### src/pkg/ddr_init_pkg.sv
// Purpose: Shared constants, pin bundle and state codes for the DDR3 init controller.
// Assumes: pclk at 100 MHz; every timing count rounds up to whole cycles.
// Notes:   tXS, tMRD, tMOD, tDLLK and tZQinit are plain defaults; set them per speed bin.
package ddr_init_pkg;

    // ==================================================================
    // Clock and timing
    localparam int CLK_PERIOD_NS  = 10;
    localparam int T_RST_PWR_US   = 200;
    localparam int RST_PWR_CYC    = (T_RST_PWR_US * 1000 + CLK_PERIOD_NS - 1) / CLK_PERIOD_NS;
    localparam int T_RST_WARM_NS  = 100;
    localparam int RST_WARM_CYC   = (T_RST_WARM_NS + CLK_PERIOD_NS - 1) / CLK_PERIOD_NS;
    localparam int T_CKE_RST_NS   = 10;
    localparam int CKE_RST_CYC    = (T_CKE_RST_NS + CLK_PERIOD_NS - 1) / CLK_PERIOD_NS;
    localparam int T_CKE_WAIT_US  = 500;
    localparam int CKE_WAIT_CYC   = (T_CKE_WAIT_US * 1000 + CLK_PERIOD_NS - 1) / CLK_PERIOD_NS;
    localparam int T_CK_STABLE_NS = 10;
    localparam int CK_STABLE_TCK  = 5;
    localparam int CK_STABLE_NSC  = (T_CK_STABLE_NS + CLK_PERIOD_NS - 1) / CLK_PERIOD_NS;
    localparam int CK_STABLE_CYC  = (CK_STABLE_NSC > CK_STABLE_TCK) ? CK_STABLE_NSC
                                                                    : CK_STABLE_TCK;
    localparam int T_XS_NS        = 200;
    localparam int TXPR_TCK_MIN   = 5;
    localparam int TXS_CYC        = (T_XS_NS + CLK_PERIOD_NS - 1) / CLK_PERIOD_NS;
    localparam int TXPR_CYC       = (TXS_CYC > TXPR_TCK_MIN) ? TXS_CYC : TXPR_TCK_MIN;
    localparam int TMRD_TCK       = 4;
    localparam int TMOD_TCK       = 12;
    localparam int TDLLK_TCK      = 512;
    localparam int TZQINIT_TCK    = 512;
    localparam int ZQ_WAIT_CYC    = (TDLLK_TCK > TZQINIT_TCK) ? TDLLK_TCK : TZQINIT_TCK;
    localparam int CNT_W          = 17;

    // ==================================================================
    // Register map and fields
    localparam logic [11:0] REG_CTRL   = 12'h000;
    localparam logic [11:0] REG_STATUS = 12'h004;
    localparam logic [11:0] REG_MR0    = 12'h010;
    localparam logic [11:0] REG_MR1    = 12'h014;
    localparam logic [11:0] REG_MR2    = 12'h018;
    localparam logic [11:0] REG_MR3    = 12'h01c;
    localparam int CTRL_COLD_BIT  = 0;
    localparam int CTRL_WARM_BIT  = 1;
    localparam int CTRL_MRS_BIT   = 2;
    localparam int CTRL_MRSEL_LSB = 4;
    localparam int CTRL_ODT_BIT   = 8;
    localparam int STAT_BUSY_BIT  = 0;
    localparam int STAT_DONE_BIT  = 1;
    localparam int STAT_ERR_BIT   = 2;
    localparam int STAT_ST_LSB    = 16;
    localparam logic [1:0] MRSEL_RST = 2'h0;
    localparam logic       ODT_RST   = 1'b0;

    // ==================================================================
    // DRAM command and address
    localparam int ADDR_W = 15;
    localparam logic [3:0] CMD_DES  = 4'hf;
    localparam logic [3:0] CMD_NOP  = 4'h7;
    localparam logic [3:0] CMD_MRS  = 4'h0;
    localparam logic [3:0] CMD_ZQCL = 4'h6;
    localparam int ZQ_LONG_BIT     = 10;
    localparam int MR1_DLL_OFF_BIT = 0;
    localparam int MR0_DLL_RST_BIT = 8;
    localparam int MR0_RSV_LO      = 13;
    localparam int MR0_RSV_HI      = 14;
    localparam logic [1:0] MR0_SEL = 2'h0;
    localparam logic [1:0] MR1_SEL = 2'h1;
    localparam logic [1:0] MR2_SEL = 2'h2;
    localparam logic [1:0] MR3_SEL = 2'h3;

    typedef struct packed {
        logic              reset_n;
        logic              ck_en;
        logic              cke;
        logic              odt;
        logic [3:0]        cmd;   // {cs_n, ras_n, cas_n, we_n}
        logic [2:0]        ba;
        logic [ADDR_W-1:0] addr;
    } dram_pins_s;

    localparam dram_pins_s PINS_RST = '{reset_n: 1'b0, ck_en: 1'b0, cke: 1'b0, odt: 1'b0,
                                        cmd: CMD_DES, ba: 3'h0, addr: 15'h0000};

    typedef enum logic [9:0] {
        ST_IDLE  = 10'h001,
        ST_RST   = 10'h002,
        ST_WAIT  = 10'h004,
        ST_XPR   = 10'h008,
        ST_MRS   = 10'h010,
        ST_GAP   = 10'h020,
        ST_ZQ    = 10'h040,
        ST_ZQW   = 10'h080,
        ST_READY = 10'h100,
        ST_PREP  = 10'h200
    } state_e;

    // Load order of the mode registers during init
    function automatic logic [1:0] init_mr(input logic [1:0] seq);
        unique case (seq)
            2'h0: init_mr = MR2_SEL;
            2'h1: init_mr = MR3_SEL;
            2'h2: init_mr = MR1_SEL;
            2'h3: init_mr = MR0_SEL;
        endcase
    endfunction

endpackage

### src/rtl/ddr_init_ctrl.sv
// Purpose: Drives a DDR3 DRAM through cold or warm reset, init and mode register loads.
// Assumes: Software writes the four images before starting; bank_idle from the scheduler.
// Notes:   Long counts are parameters so simulation can shorten them.
// Operation
// - Cold reset held at least 200 us
// - CKE low 10 ns before reset release
// - Wait 500 us after reset before CKE
// - Clock stable max(10 ns, 5 tCK) first
// - NOP registered before CKE rises
// - CKE stays high until init ends
// - ODT held static low during init
// - Wait tXPR after CKE before MRS
// - Load MR2, MR3, MR1, MR0, then ZQCL
// - Bank address lines select the register
// - MR1 DLL enabled, MR0 DLL reset set
// - Only NOPs between MRS and ZQCL
// - Warm reset 100 ns, then repeat
// - Write every mode register after reset
// - Each MRS drives the whole word
// - MRS commands spaced by tMRD
// - Other commands wait tMOD after MRS
// - Runtime MRS only while DRAM idle
// - ODT low around MRS until tMOD
// - MR0 reserved bits zero, WR large enough (WR is sent from the image unchecked)
//
// Local design decisions: the APB register port and the register offsets.
module ddr_init_ctrl #(
    parameter int RST_PWR_CYC_P  = ddr_init_pkg::RST_PWR_CYC,
    parameter int CKE_WAIT_CYC_P = ddr_init_pkg::CKE_WAIT_CYC
) (
    // Clock and reset
    input  wire logic              pclk,
    input  wire logic              presetn,
    // APB slave
    input  wire logic              psel,
    input  wire logic              penable,
    input  wire logic              pwrite,
    input  wire logic [11:0]       paddr,
    input  wire logic [31:0]       pwdata,
    output logic      [31:0]       prdata,
    output logic                   pready,
    output logic                   pslverr,
    // Scheduler status
    input  wire logic              bank_idle,
    // DRAM pins
    output ddr_init_pkg::dram_pins_s dram
);
    import ddr_init_pkg::*;

    localparam int WAIT_LOAD = (CKE_WAIT_CYC_P > CK_STABLE_CYC) ? CKE_WAIT_CYC_P
                                                                : CK_STABLE_CYC;

    state_e              state_q, state_d;
    logic [CNT_W-1:0]    cnt_q, cnt_d;
    logic [1:0]          seq_q, seq_d;
    logic                done_q, done_d;
    logic                cold_q, cold_d;
    logic                refuse;
    logic                cold_go_q, warm_go_q, mrs_go_q;
    logic [1:0]          req_mr_q;
    logic                odt_lvl_q;
    logic                err_q;
    logic [31:0]         prdata_q;
    logic                pready_q, pslverr_q;
    dram_pins_s          dram_q, pin_d;
    logic [1:0]          mr_sel;
    logic [ADDR_W-1:0]   mr_word, mrs_word, rd_a;
    logic                acc, wr_acc, mr_hit, hit;
    logic [31:0]         rd_mux;
    logic                busy;

    assign prdata  = prdata_q;
    assign pready  = pready_q;
    assign pslverr = pslverr_q;
    assign dram    = dram_q;
    assign busy    = !(state_q == ST_IDLE || state_q == ST_READY);

    // ==================================================================
    // Mode register images
    assign acc    = psel && penable && pready_q;
    assign wr_acc = acc && pwrite;
    assign mr_hit = paddr[11:4] == REG_MR0[11:4];
    assign mr_sel = done_q ? req_mr_q : init_mr(seq_q);

    mr_store #(.DW(ADDR_W), .AW(2)) u_store (
        .pclk    (pclk),
        .presetn (presetn),
        .wr_en   (wr_acc && mr_hit),
        .wr_addr (paddr[3:2]),
        .wr_data (pwdata[ADDR_W-1:0]),
        .a_addr  (paddr[3:2]),
        .a_data  (rd_a),
        .b_addr  (mr_sel),
        .b_data  (mr_word)
    );

    // Whole image goes out; only the bits that init or reserve force are patched
    always_comb begin
        mrs_word = mr_word;
        if (mr_sel == MR1_SEL && !done_q) begin
            mrs_word[MR1_DLL_OFF_BIT] = 1'b0;
        end
        if (mr_sel == MR0_SEL) begin
            mrs_word[MR0_RSV_HI:MR0_RSV_LO] = 2'h0;
            if (!done_q) begin
                mrs_word[MR0_DLL_RST_BIT] = 1'b1;
            end
        end
    end

    // ==================================================================
    // Sequencer
    always_comb begin
        state_d = state_q;
        seq_d   = seq_q;
        done_d  = done_q;
        cold_d  = cold_q;
        refuse  = 1'b0;
        cnt_d   = (cnt_q == '0) ? cnt_q : cnt_q - 1'b1;
        unique case (state_q)
            ST_IDLE, ST_READY: begin
                if (cold_go_q || warm_go_q) begin
                    state_d = ST_RST;
                    done_d  = 1'b0;
                    cold_d  = cold_go_q;
                    cnt_d   = cold_go_q ? CNT_W'(RST_PWR_CYC_P - 1)
                                        : CNT_W'(RST_WARM_CYC - 1);
                end else if (mrs_go_q) begin
                    if (state_q == ST_READY && bank_idle) begin
                        state_d = ST_PREP;
                    end else begin
                        refuse = 1'b1;
                    end
                end
            end
            ST_RST: begin
                if (cnt_q == '0) begin
                    state_d = ST_WAIT;
                    cnt_d   = CNT_W'(WAIT_LOAD - 1);
                end
            end
            ST_WAIT: begin
                if (cnt_q == '0) begin
                    state_d = ST_XPR;
                    seq_d   = 2'h0;
                    cnt_d   = CNT_W'(TXPR_CYC - 1);
                end
            end
            ST_XPR: begin
                if (cnt_q == '0) begin
                    state_d = ST_MRS;
                end
            end
            ST_MRS: begin
                state_d = ST_GAP;
                if (!done_q && seq_q != 2'h3) begin
                    cnt_d = CNT_W'(TMRD_TCK - 1);
                end else begin
                    cnt_d = CNT_W'(TMOD_TCK - 1);
                end
                if (!done_q) begin
                    seq_d = seq_q + 2'h1;
                end
            end
            ST_GAP: begin
                if (cnt_q == '0) begin
                    if (done_q) begin
                        state_d = ST_READY;
                    end else if (seq_q != 2'h0) begin
                        state_d = ST_MRS;
                    end else begin
                        state_d = ST_ZQ;
                    end
                end
            end
            ST_ZQ: begin
                state_d = ST_ZQW;
                cnt_d   = CNT_W'(ZQ_WAIT_CYC - 1);
            end
            ST_ZQW: begin
                if (cnt_q == '0) begin
                    state_d = ST_READY;
                    done_d  = 1'b1;
                end
            end
            ST_PREP: begin
                state_d = ST_MRS;
            end
            default: begin
                state_d = ST_IDLE;
            end
        endcase
        if (busy && (cold_go_q || warm_go_q || mrs_go_q)) begin
            refuse = 1'b1;
        end
    end

    always_ff @(posedge pclk or negedge presetn) begin
        if (!presetn) begin
            state_q <= ST_IDLE;
            cnt_q   <= '0;
            seq_q   <= 2'h0;
            done_q  <= 1'b0;
            cold_q  <= 1'b0;
        end else begin
            state_q <= state_d;
            cnt_q   <= cnt_d;
            seq_q   <= seq_d;
            done_q  <= done_d;
            cold_q  <= cold_d;
        end
    end

    // ==================================================================
    // DRAM pins, registered from the next state so they line up with state_q
    always_comb begin
        pin_d         = PINS_RST;
        pin_d.reset_n = 1'b1;
        pin_d.ck_en   = 1'b1;
        pin_d.cke     = 1'b1;
        pin_d.cmd     = CMD_NOP;
        unique case (state_d)
            ST_IDLE, ST_RST: begin
                pin_d = PINS_RST;
            end
            ST_WAIT: begin
                pin_d.cke = 1'b0;
            end
            ST_MRS: begin
                pin_d.cmd  = CMD_MRS;
                pin_d.ba   = {1'b0, mr_sel};
                pin_d.addr = mrs_word;
            end
            ST_ZQ: begin
                pin_d.cmd               = CMD_ZQCL;
                pin_d.addr[ZQ_LONG_BIT] = 1'b1;
            end
            ST_READY: begin
                pin_d.odt = odt_lvl_q;
            end
            default: begin
                pin_d.odt = 1'b0;
            end
        endcase
    end

    always_ff @(posedge pclk or negedge presetn) begin
        if (!presetn) begin
            dram_q <= PINS_RST;
        end else begin
            dram_q <= pin_d;
        end
    end

    // ==================================================================
    // APB slave: one wait state so the image store can answer reads
    always_comb begin
        hit    = 1'b1;
        rd_mux = 32'h0000_0000;
        if (mr_hit) begin
            rd_mux[ADDR_W-1:0] = rd_a;
        end else if (paddr == REG_CTRL) begin
            rd_mux[CTRL_MRSEL_LSB +: 2] = req_mr_q;
            rd_mux[CTRL_ODT_BIT]        = odt_lvl_q;
        end else if (paddr == REG_STATUS) begin
            rd_mux[STAT_BUSY_BIT]     = busy;
            rd_mux[STAT_DONE_BIT]     = done_q;
            rd_mux[STAT_ERR_BIT]      = err_q;
            rd_mux[STAT_ST_LSB +: 10] = state_q;
        end else begin
            hit = 1'b0;
        end
    end

    always_ff @(posedge pclk or negedge presetn) begin
        if (!presetn) begin
            pready_q  <= 1'b0;
            pslverr_q <= 1'b0;
            prdata_q  <= 32'h0000_0000;
        end else begin
            pready_q <= psel && penable && !pready_q;
            if (psel && penable && !pready_q) begin
                prdata_q  <= pwrite ? 32'h0000_0000 : rd_mux;
                pslverr_q <= !hit;
            end else begin
                pslverr_q <= 1'b0;
            end
        end
    end

    // Start and request bits act once and read back as zero
    always_ff @(posedge pclk or negedge presetn) begin
        if (!presetn) begin
            cold_go_q <= 1'b0;
            warm_go_q <= 1'b0;
            mrs_go_q  <= 1'b0;
            req_mr_q  <= MRSEL_RST;
            odt_lvl_q <= ODT_RST;
        end else begin
            cold_go_q <= 1'b0;
            warm_go_q <= 1'b0;
            mrs_go_q  <= 1'b0;
            if (wr_acc && paddr == REG_CTRL) begin
                cold_go_q <= pwdata[CTRL_COLD_BIT];
                warm_go_q <= pwdata[CTRL_WARM_BIT];
                mrs_go_q  <= pwdata[CTRL_MRS_BIT];
                odt_lvl_q <= pwdata[CTRL_ODT_BIT];
                if (!busy) begin
                    req_mr_q <= pwdata[CTRL_MRSEL_LSB +: 2];
                end
            end
        end
    end

    // A refusal in the clearing cycle still sets the flag
    always_ff @(posedge pclk or negedge presetn) begin
        if (!presetn) begin
            err_q <= 1'b0;
        end else if (refuse) begin
            err_q <= 1'b1;
        end else if (wr_acc && paddr == REG_STATUS && pwdata[STAT_ERR_BIT]) begin
            err_q <= 1'b0;
        end
    end

    // ==================================================================
    // Checks
    logic [CNT_W-1:0] rst_low_cnt, rst_hi_cnt, ck_cnt, since_cke, since_mrs;
    logic [1:0]       mrs_n;
    logic             is_mrs, is_zq;

    assign is_mrs = dram_q.cmd == CMD_MRS;
    assign is_zq  = dram_q.cmd == CMD_ZQCL;

    always_ff @(posedge pclk or negedge presetn) begin
        if (!presetn) begin
            rst_low_cnt <= '0;
            rst_hi_cnt  <= '0;
            ck_cnt      <= '0;
            since_cke   <= '0;
            since_mrs   <= '0;
            mrs_n       <= 2'h0;
        end else begin
            rst_low_cnt <= dram_q.reset_n ? '0 : rst_low_cnt + CNT_W'(~&rst_low_cnt);
            rst_hi_cnt  <= !dram_q.reset_n ? '0 : rst_hi_cnt + CNT_W'(~&rst_hi_cnt);
            ck_cnt      <= !dram_q.ck_en ? '0 : ck_cnt + CNT_W'(~&ck_cnt);
            since_cke   <= !dram_q.cke ? '0 : since_cke + CNT_W'(~&since_cke);
            since_mrs   <= is_mrs ? CNT_W'(1) : since_mrs + CNT_W'(~&since_mrs);
            if (!dram_q.cke) begin
                mrs_n <= 2'h0;
            end else if (is_mrs && !done_q) begin
                mrs_n <= mrs_n + 2'h1;
            end
        end
    end
endmodule // ddr_init_ctrl

### src/rtl/mr_store.sv
// Purpose: Four-word store for the mode register images, two registered read ports.
// Assumes: One write port; reads return the word one clock after the address.
// Notes:   Words clear to zero so an unwritten image is defined.
module mr_store #(
    parameter int DW = 15,
    parameter int AW = 2
) (
    // Clock and reset
    input  wire logic          pclk,
    input  wire logic          presetn,
    // Write port
    input  wire logic          wr_en,
    input  wire logic [AW-1:0] wr_addr,
    input  wire logic [DW-1:0] wr_data,
    // Read ports
    input  wire logic [AW-1:0] a_addr,
    output logic      [DW-1:0] a_data,
    input  wire logic [AW-1:0] b_addr,
    output logic      [DW-1:0] b_data
);

    logic [DW-1:0] mem [2**AW];

    // ==================================================================
    // Storage
    for (genvar i = 0; i < 2**AW; i++) begin : g_word
        always_ff @(posedge pclk or negedge presetn) begin
            if (!presetn) begin
                mem[i] <= '0;
            end else if (wr_en && wr_addr == AW'(i)) begin
                mem[i] <= wr_data;
            end
        end
    end

    // ==================================================================
    // Registered reads
    always_ff @(posedge pclk or negedge presetn) begin
        if (!presetn) begin
            a_data <= '0;
            b_data <= '0;
        end else begin
            a_data <= mem[a_addr];
            b_data <= mem[b_addr];
        end
    end

endmodule // mr_store

### config.mk
export PLATFORM = sky130hd
export DESIGN_NAME = ddr_init_ctrl
export DESIGN_NICKNAME = d
export VERILOG_FILES = /design/src/pkg/ddr_init_pkg.sv /design/src/rtl/ddr_init_ctrl.sv /design/src/rtl/mr_store.sv
export SDC_FILE = /design/constraint.sdc
export NUM_CORES = 1
export LEC_CHECK = 0
export ABC_AREA = 1
export BUFFER_PORTS_ARGS = -buffer_cell sky130_fd_sc_hd__buf_2
export CELL_PAD_IN_SITES_DETAIL_PLACEMENT = 2
export CELL_PAD_IN_SITES_GLOBAL_PLACEMENT = 2
export CORE_MARGIN = 3
export CORE_UTILIZATION = 35
export CTS_CLUSTER_SIZE = 40
export DETAILED_ROUTE_END_ITERATION = 8
export PLACE_DENSITY = 0.84
export SLEW_MARGIN = 30
export SYNTH_ARGS = -nofsm -noshare
export SYNTH_HDL_FRONTEND = slang
export SYNTH_SLANG_ARGS = --single-unit
### constraint.sdc
create_clock -name pclk -period 1.87 [get_ports pclk]
set_input_delay 0.0935 -clock pclk [delete_from_list [all_inputs] [get_ports pclk]]
set_output_delay 0.0935 -clock pclk [all_outputs]
set_load 0.005 [all_outputs]
==> flow_metrics.py <==
metrics = {
    "timing": {
        "fin_ws_ns": -0.201,
        "max_freq_ghz": 0.483,
        "tightest_slew_ns": 0.606,
        "report.final.slew_viol_count": 0,
        "layout_min_cycle_time_ns": 2.07,
        "final_hold_viol_count": 0,
        "rsz0062_at_grt": "true",
        "setup_viol": 49,
        "post-route-period-util_pct": 111,
        "relSlewSlack_pct": 59.4,
        "finalClockSkew_ns": 0.0145,
    },
    "worst_setup_path": {
        "required_ns": 2.16,
        "crit_type": "flop to flop",
        "cp-start-kind": "flop",
        "endpoint_kind": "flop",
        "timing.critical_path.cells": "nor2_4 > nand2_4 > inv_4 > nand4_1 > nand2_4 > inv_6 > nand3_4 > nand3b_1 > nand2_1 > nand3_1",
        "cpMostUsedCell": "nand2_4",
        "slowest_stage": "dfrtp_2",
        "arrival_ns": 2.37,
        "cp_max_fo": 7,
        "worst_path_largest_cell_delay_ns": 0.48,
    },
    "synth": {
        "ys.flop_type": "dfrtp_1",
        "syn_avg_cell_area_um2": 8.78,
        "synth_top_cell_by_area": "dfrtp_1",
        "syn-cell-area_um2": 8240,
        "synthTopCellsByCount": "nand2_1, dfrtp_1, o21ai_0, inv_1, nor2_1",
        "yosysTopAreaCellShare_pct": 52.6,
        "ys_types": 47,
        "ys_ff_latch": 177,
        "synthCells": 938,
        "ys_seq_area_share_pct": 53.8,
        "synthTopCellsByArea": "dfrtp_1, nand2_1, o21ai_0",
        "async_flop_share_pct": 100,
        "synth.most_common_cell": "nand2_1",
        "synth_edf_count": 0,
        "yosys_warnings": 0,
    },
    "power": {
        "internal_power_mw": 7.38,
        "powerDensity_nw_per_um2": 1050,
        "p_leak_nw": 5.73,
        "ir_worst_vdd_mv": 0.532,
        "pwr-share-clk_pct": 31.5,
        "switching_share_pct": 36.5,
        "power_frac_seq_pct": 36.5,
        "p_comb_share_pct": 32.0,
        "power_mw": 11.6,
        "p_sw_mw": 4.24,
    },
    "cells_and_area": {
        "areaGrowthSynthToFinish_pct": 34.9,
        "antennaDiodeCount": 0,
        "layout-drive-gt1-share_pct": 34.6,
        "final_nets": 1195,
        "fillers": 2437,
        "fin_util_pct": 48.6,
        "design_area_um2": 11100,
    },
    "floorplan": {
        "ios": 110,
        "start_util_pct": 36.0,
        "rows": 55,
        "coreArea_um2": 22800,
        "die_h_um": 159,
        "chipWidth_um": 159,
        "die_area_um2": 25400,
    },
    "outcome": {
        "failed_checks": "setup timing",
        "status": "finished with violations",
    },
    "cts": {
        "numCtsBuffers": 17,
        "insertion_delay_ns": 0.45,
        "cts_tree": "yes",
        "cts-root-buf": "clkbuf_16",
        "clock_sinks": 177,
        "clkTransAtPathRegs_ns": 0.08,
        "htree_num_levels": 4,
        "clk_path_buf_depth": 2,
    },
    "grt": {
        "grt_antenna_before_repair": 0,
        "grt_pass1_wl_um": 50700,
        "grtUsageTotal_pct": 25.7,
        "grt_pass1_vias": 8618,
        "gr-total-overflow": 0,
        "grt_max_degree": 54,
    },
    "route": {
        "antenna_left": 0,
        "postRouteWirelength_um": 39000,
        "drtIter0Drc": 567,
        "vias_per_cell": 5.56,
        "drcViolationCount": 0,
        "vias": 8142,
        "firstDrtPassIters": 5,
        "wl_per_cell_um": 26.6,
    },
    "placement": {
        "dp_worst_setup_slack_ns": -0.0979,
        "globalplace.congestion": 0.849,
        "dpl-instance-area_um2": 9480,
        "io_buffers": 84,
        "dp_hpwl_um": 21400,
    },
    "min_path": {
        "hold_class": "input port to flop",
    },
    "flow_run": {
        "cap_violations": 0,
    },
}
## worst paths after layout
| kind | startpoint | endpoint | slack [ns] | cells past startpoint |
|---|---|---|---|---|
| max | state_q[6] | cnt_q[2] | -0.20 | 10 |
| min | pwdata[12] | u_store.mem[12] | 0.02 | 3 |
| max reg2reg | state_q[6] | cnt_q[2] | -0.20 | 10 |
| min reg2reg | u_store.b_data[9] | dram[9] | 0.46 | 2 |
| max in group asynchronous | presetn | dram[20] | 1.04 | 3 |
| min in group asynchronous | presetn | prdata[23] | 0.11 | 2 |
## power groups by stage
| stage | logic, mW | registers, mW | clock network [mW] |
|---|---|---|---|
| 3_5_place_dp | 2.27 | 4.24 | 0 |
| 5_1_grt | 3.93 | 4.26 | 3.88 |
| 4_1_cts | 2.54 | 4.18 | 3.62 |
| 3_3_place_gp | 2.14 | 4.22 | 0 |
| 6_report | 3.71 | 4.24 | 3.66 |
| 2_1_floorplan | 1.31 | 4.25 | 0 |
## flip-flops by register name, summed over array words and instances, names as in the netlist
register,count
dram,23
req_mr_q,2
cnt_q,17
u_store.b_data,15
u_store.mem,60
seq_q,2
pready,1
state_q,10
err_q,1
mrs_go_q,1
pslverr,1
done_q,1
u_store.a_data,15
odt_lvl_q,1
prdata,25
warm_go_q,1
cold_go_q,1
## metrics by stage
step           setup TNS (ns)  hold slack (ns)  std cells
2_1_floorplan               0           -0.202        945
3_3_place_gp                0         -0.00609       1374
3_5_place_dp           -0.928         -0.00541       1374
4_1_cts               -0.0891          0.00607       1428
5_1_grt                 -7.77           0.0265       1465
6_report                -4.12           0.0217       1465
## metal layers
layer  routed length, um  track usage [%]  share of wire (%)  up-vias
met5                   0                0                  0        -
met4                2430             11.1                6.2        0
met3                1320             4.03                3.4      128
met2               20600             47.4                 53      284
met1               14700             29.4                 38     4258
li1                    -                -                  -     3472
## layout make-up
class | instances | area [um^2] | area share, %
Timing Repair Buffer | 217 | 1600 | 14.4
Tap cell | 313 | 392 | 3.52
Sequential cell | 177 | 4450 | 40.1
Inverter | 106 | 428 | 3.85
Multi-Input combinational cell | 621 | 3670 | 33.0
Clock inverter | 11 | 125 | 1.13
Clock buffer | 20 | 447 | 4.02
## cells in the final DEF (no fill, tap or decap), types with 14 or more instances in the layout
cell type / instances
a22oi_1: 25
nand4_1: 17
nor2_1: 53
nand2_2: 31
o211ai_1: 19
buf_2: 83
clkbuf_16: 18
inv_2: 20
nand2_1: 178
nand3_1: 54
nand2_4: 14
o21ai_1: 15
inv_1: 77
o21ai_0: 90
buf_4: 101
nor2_4: 24
dfrtp_1: 160
## critical path: cells and delay by family, from the launching register on
kind | cells | cell delay (ns)
buf+inv | 2 | 0.16
flops | 1 | 0.48
simple gates | 8 | 1.27
## what timing repair did
item / 4_1_cts / 5_1_grt
hold buffers: 13 / 0
pin swaps: 8 / 35
buffers inserted: 9 / 36
setup endpoints to repair: 41 / 65
gates resized for setup: 23 / 153
gates cloned: 1 / 2
hold endpoints to repair: 205 / 0
## logic make-up (layout without fill, tap and decap cells)
family	after synthesis	after routing	share of synthesized area, %
adders and majority gates	5	5	0.760
xor gates and xnor gates	10	10	1.06
DFF	177	177	53.8
buffers and inverters	148	354	7.52
other	1	8	0.0455
AOI/OAI and AO/OA	177	177	12.9
muxes	1	1	0.167
and+or+nand+nor	419	420	23.7
No activity file was read; power rests on OpenSTA's default activity.
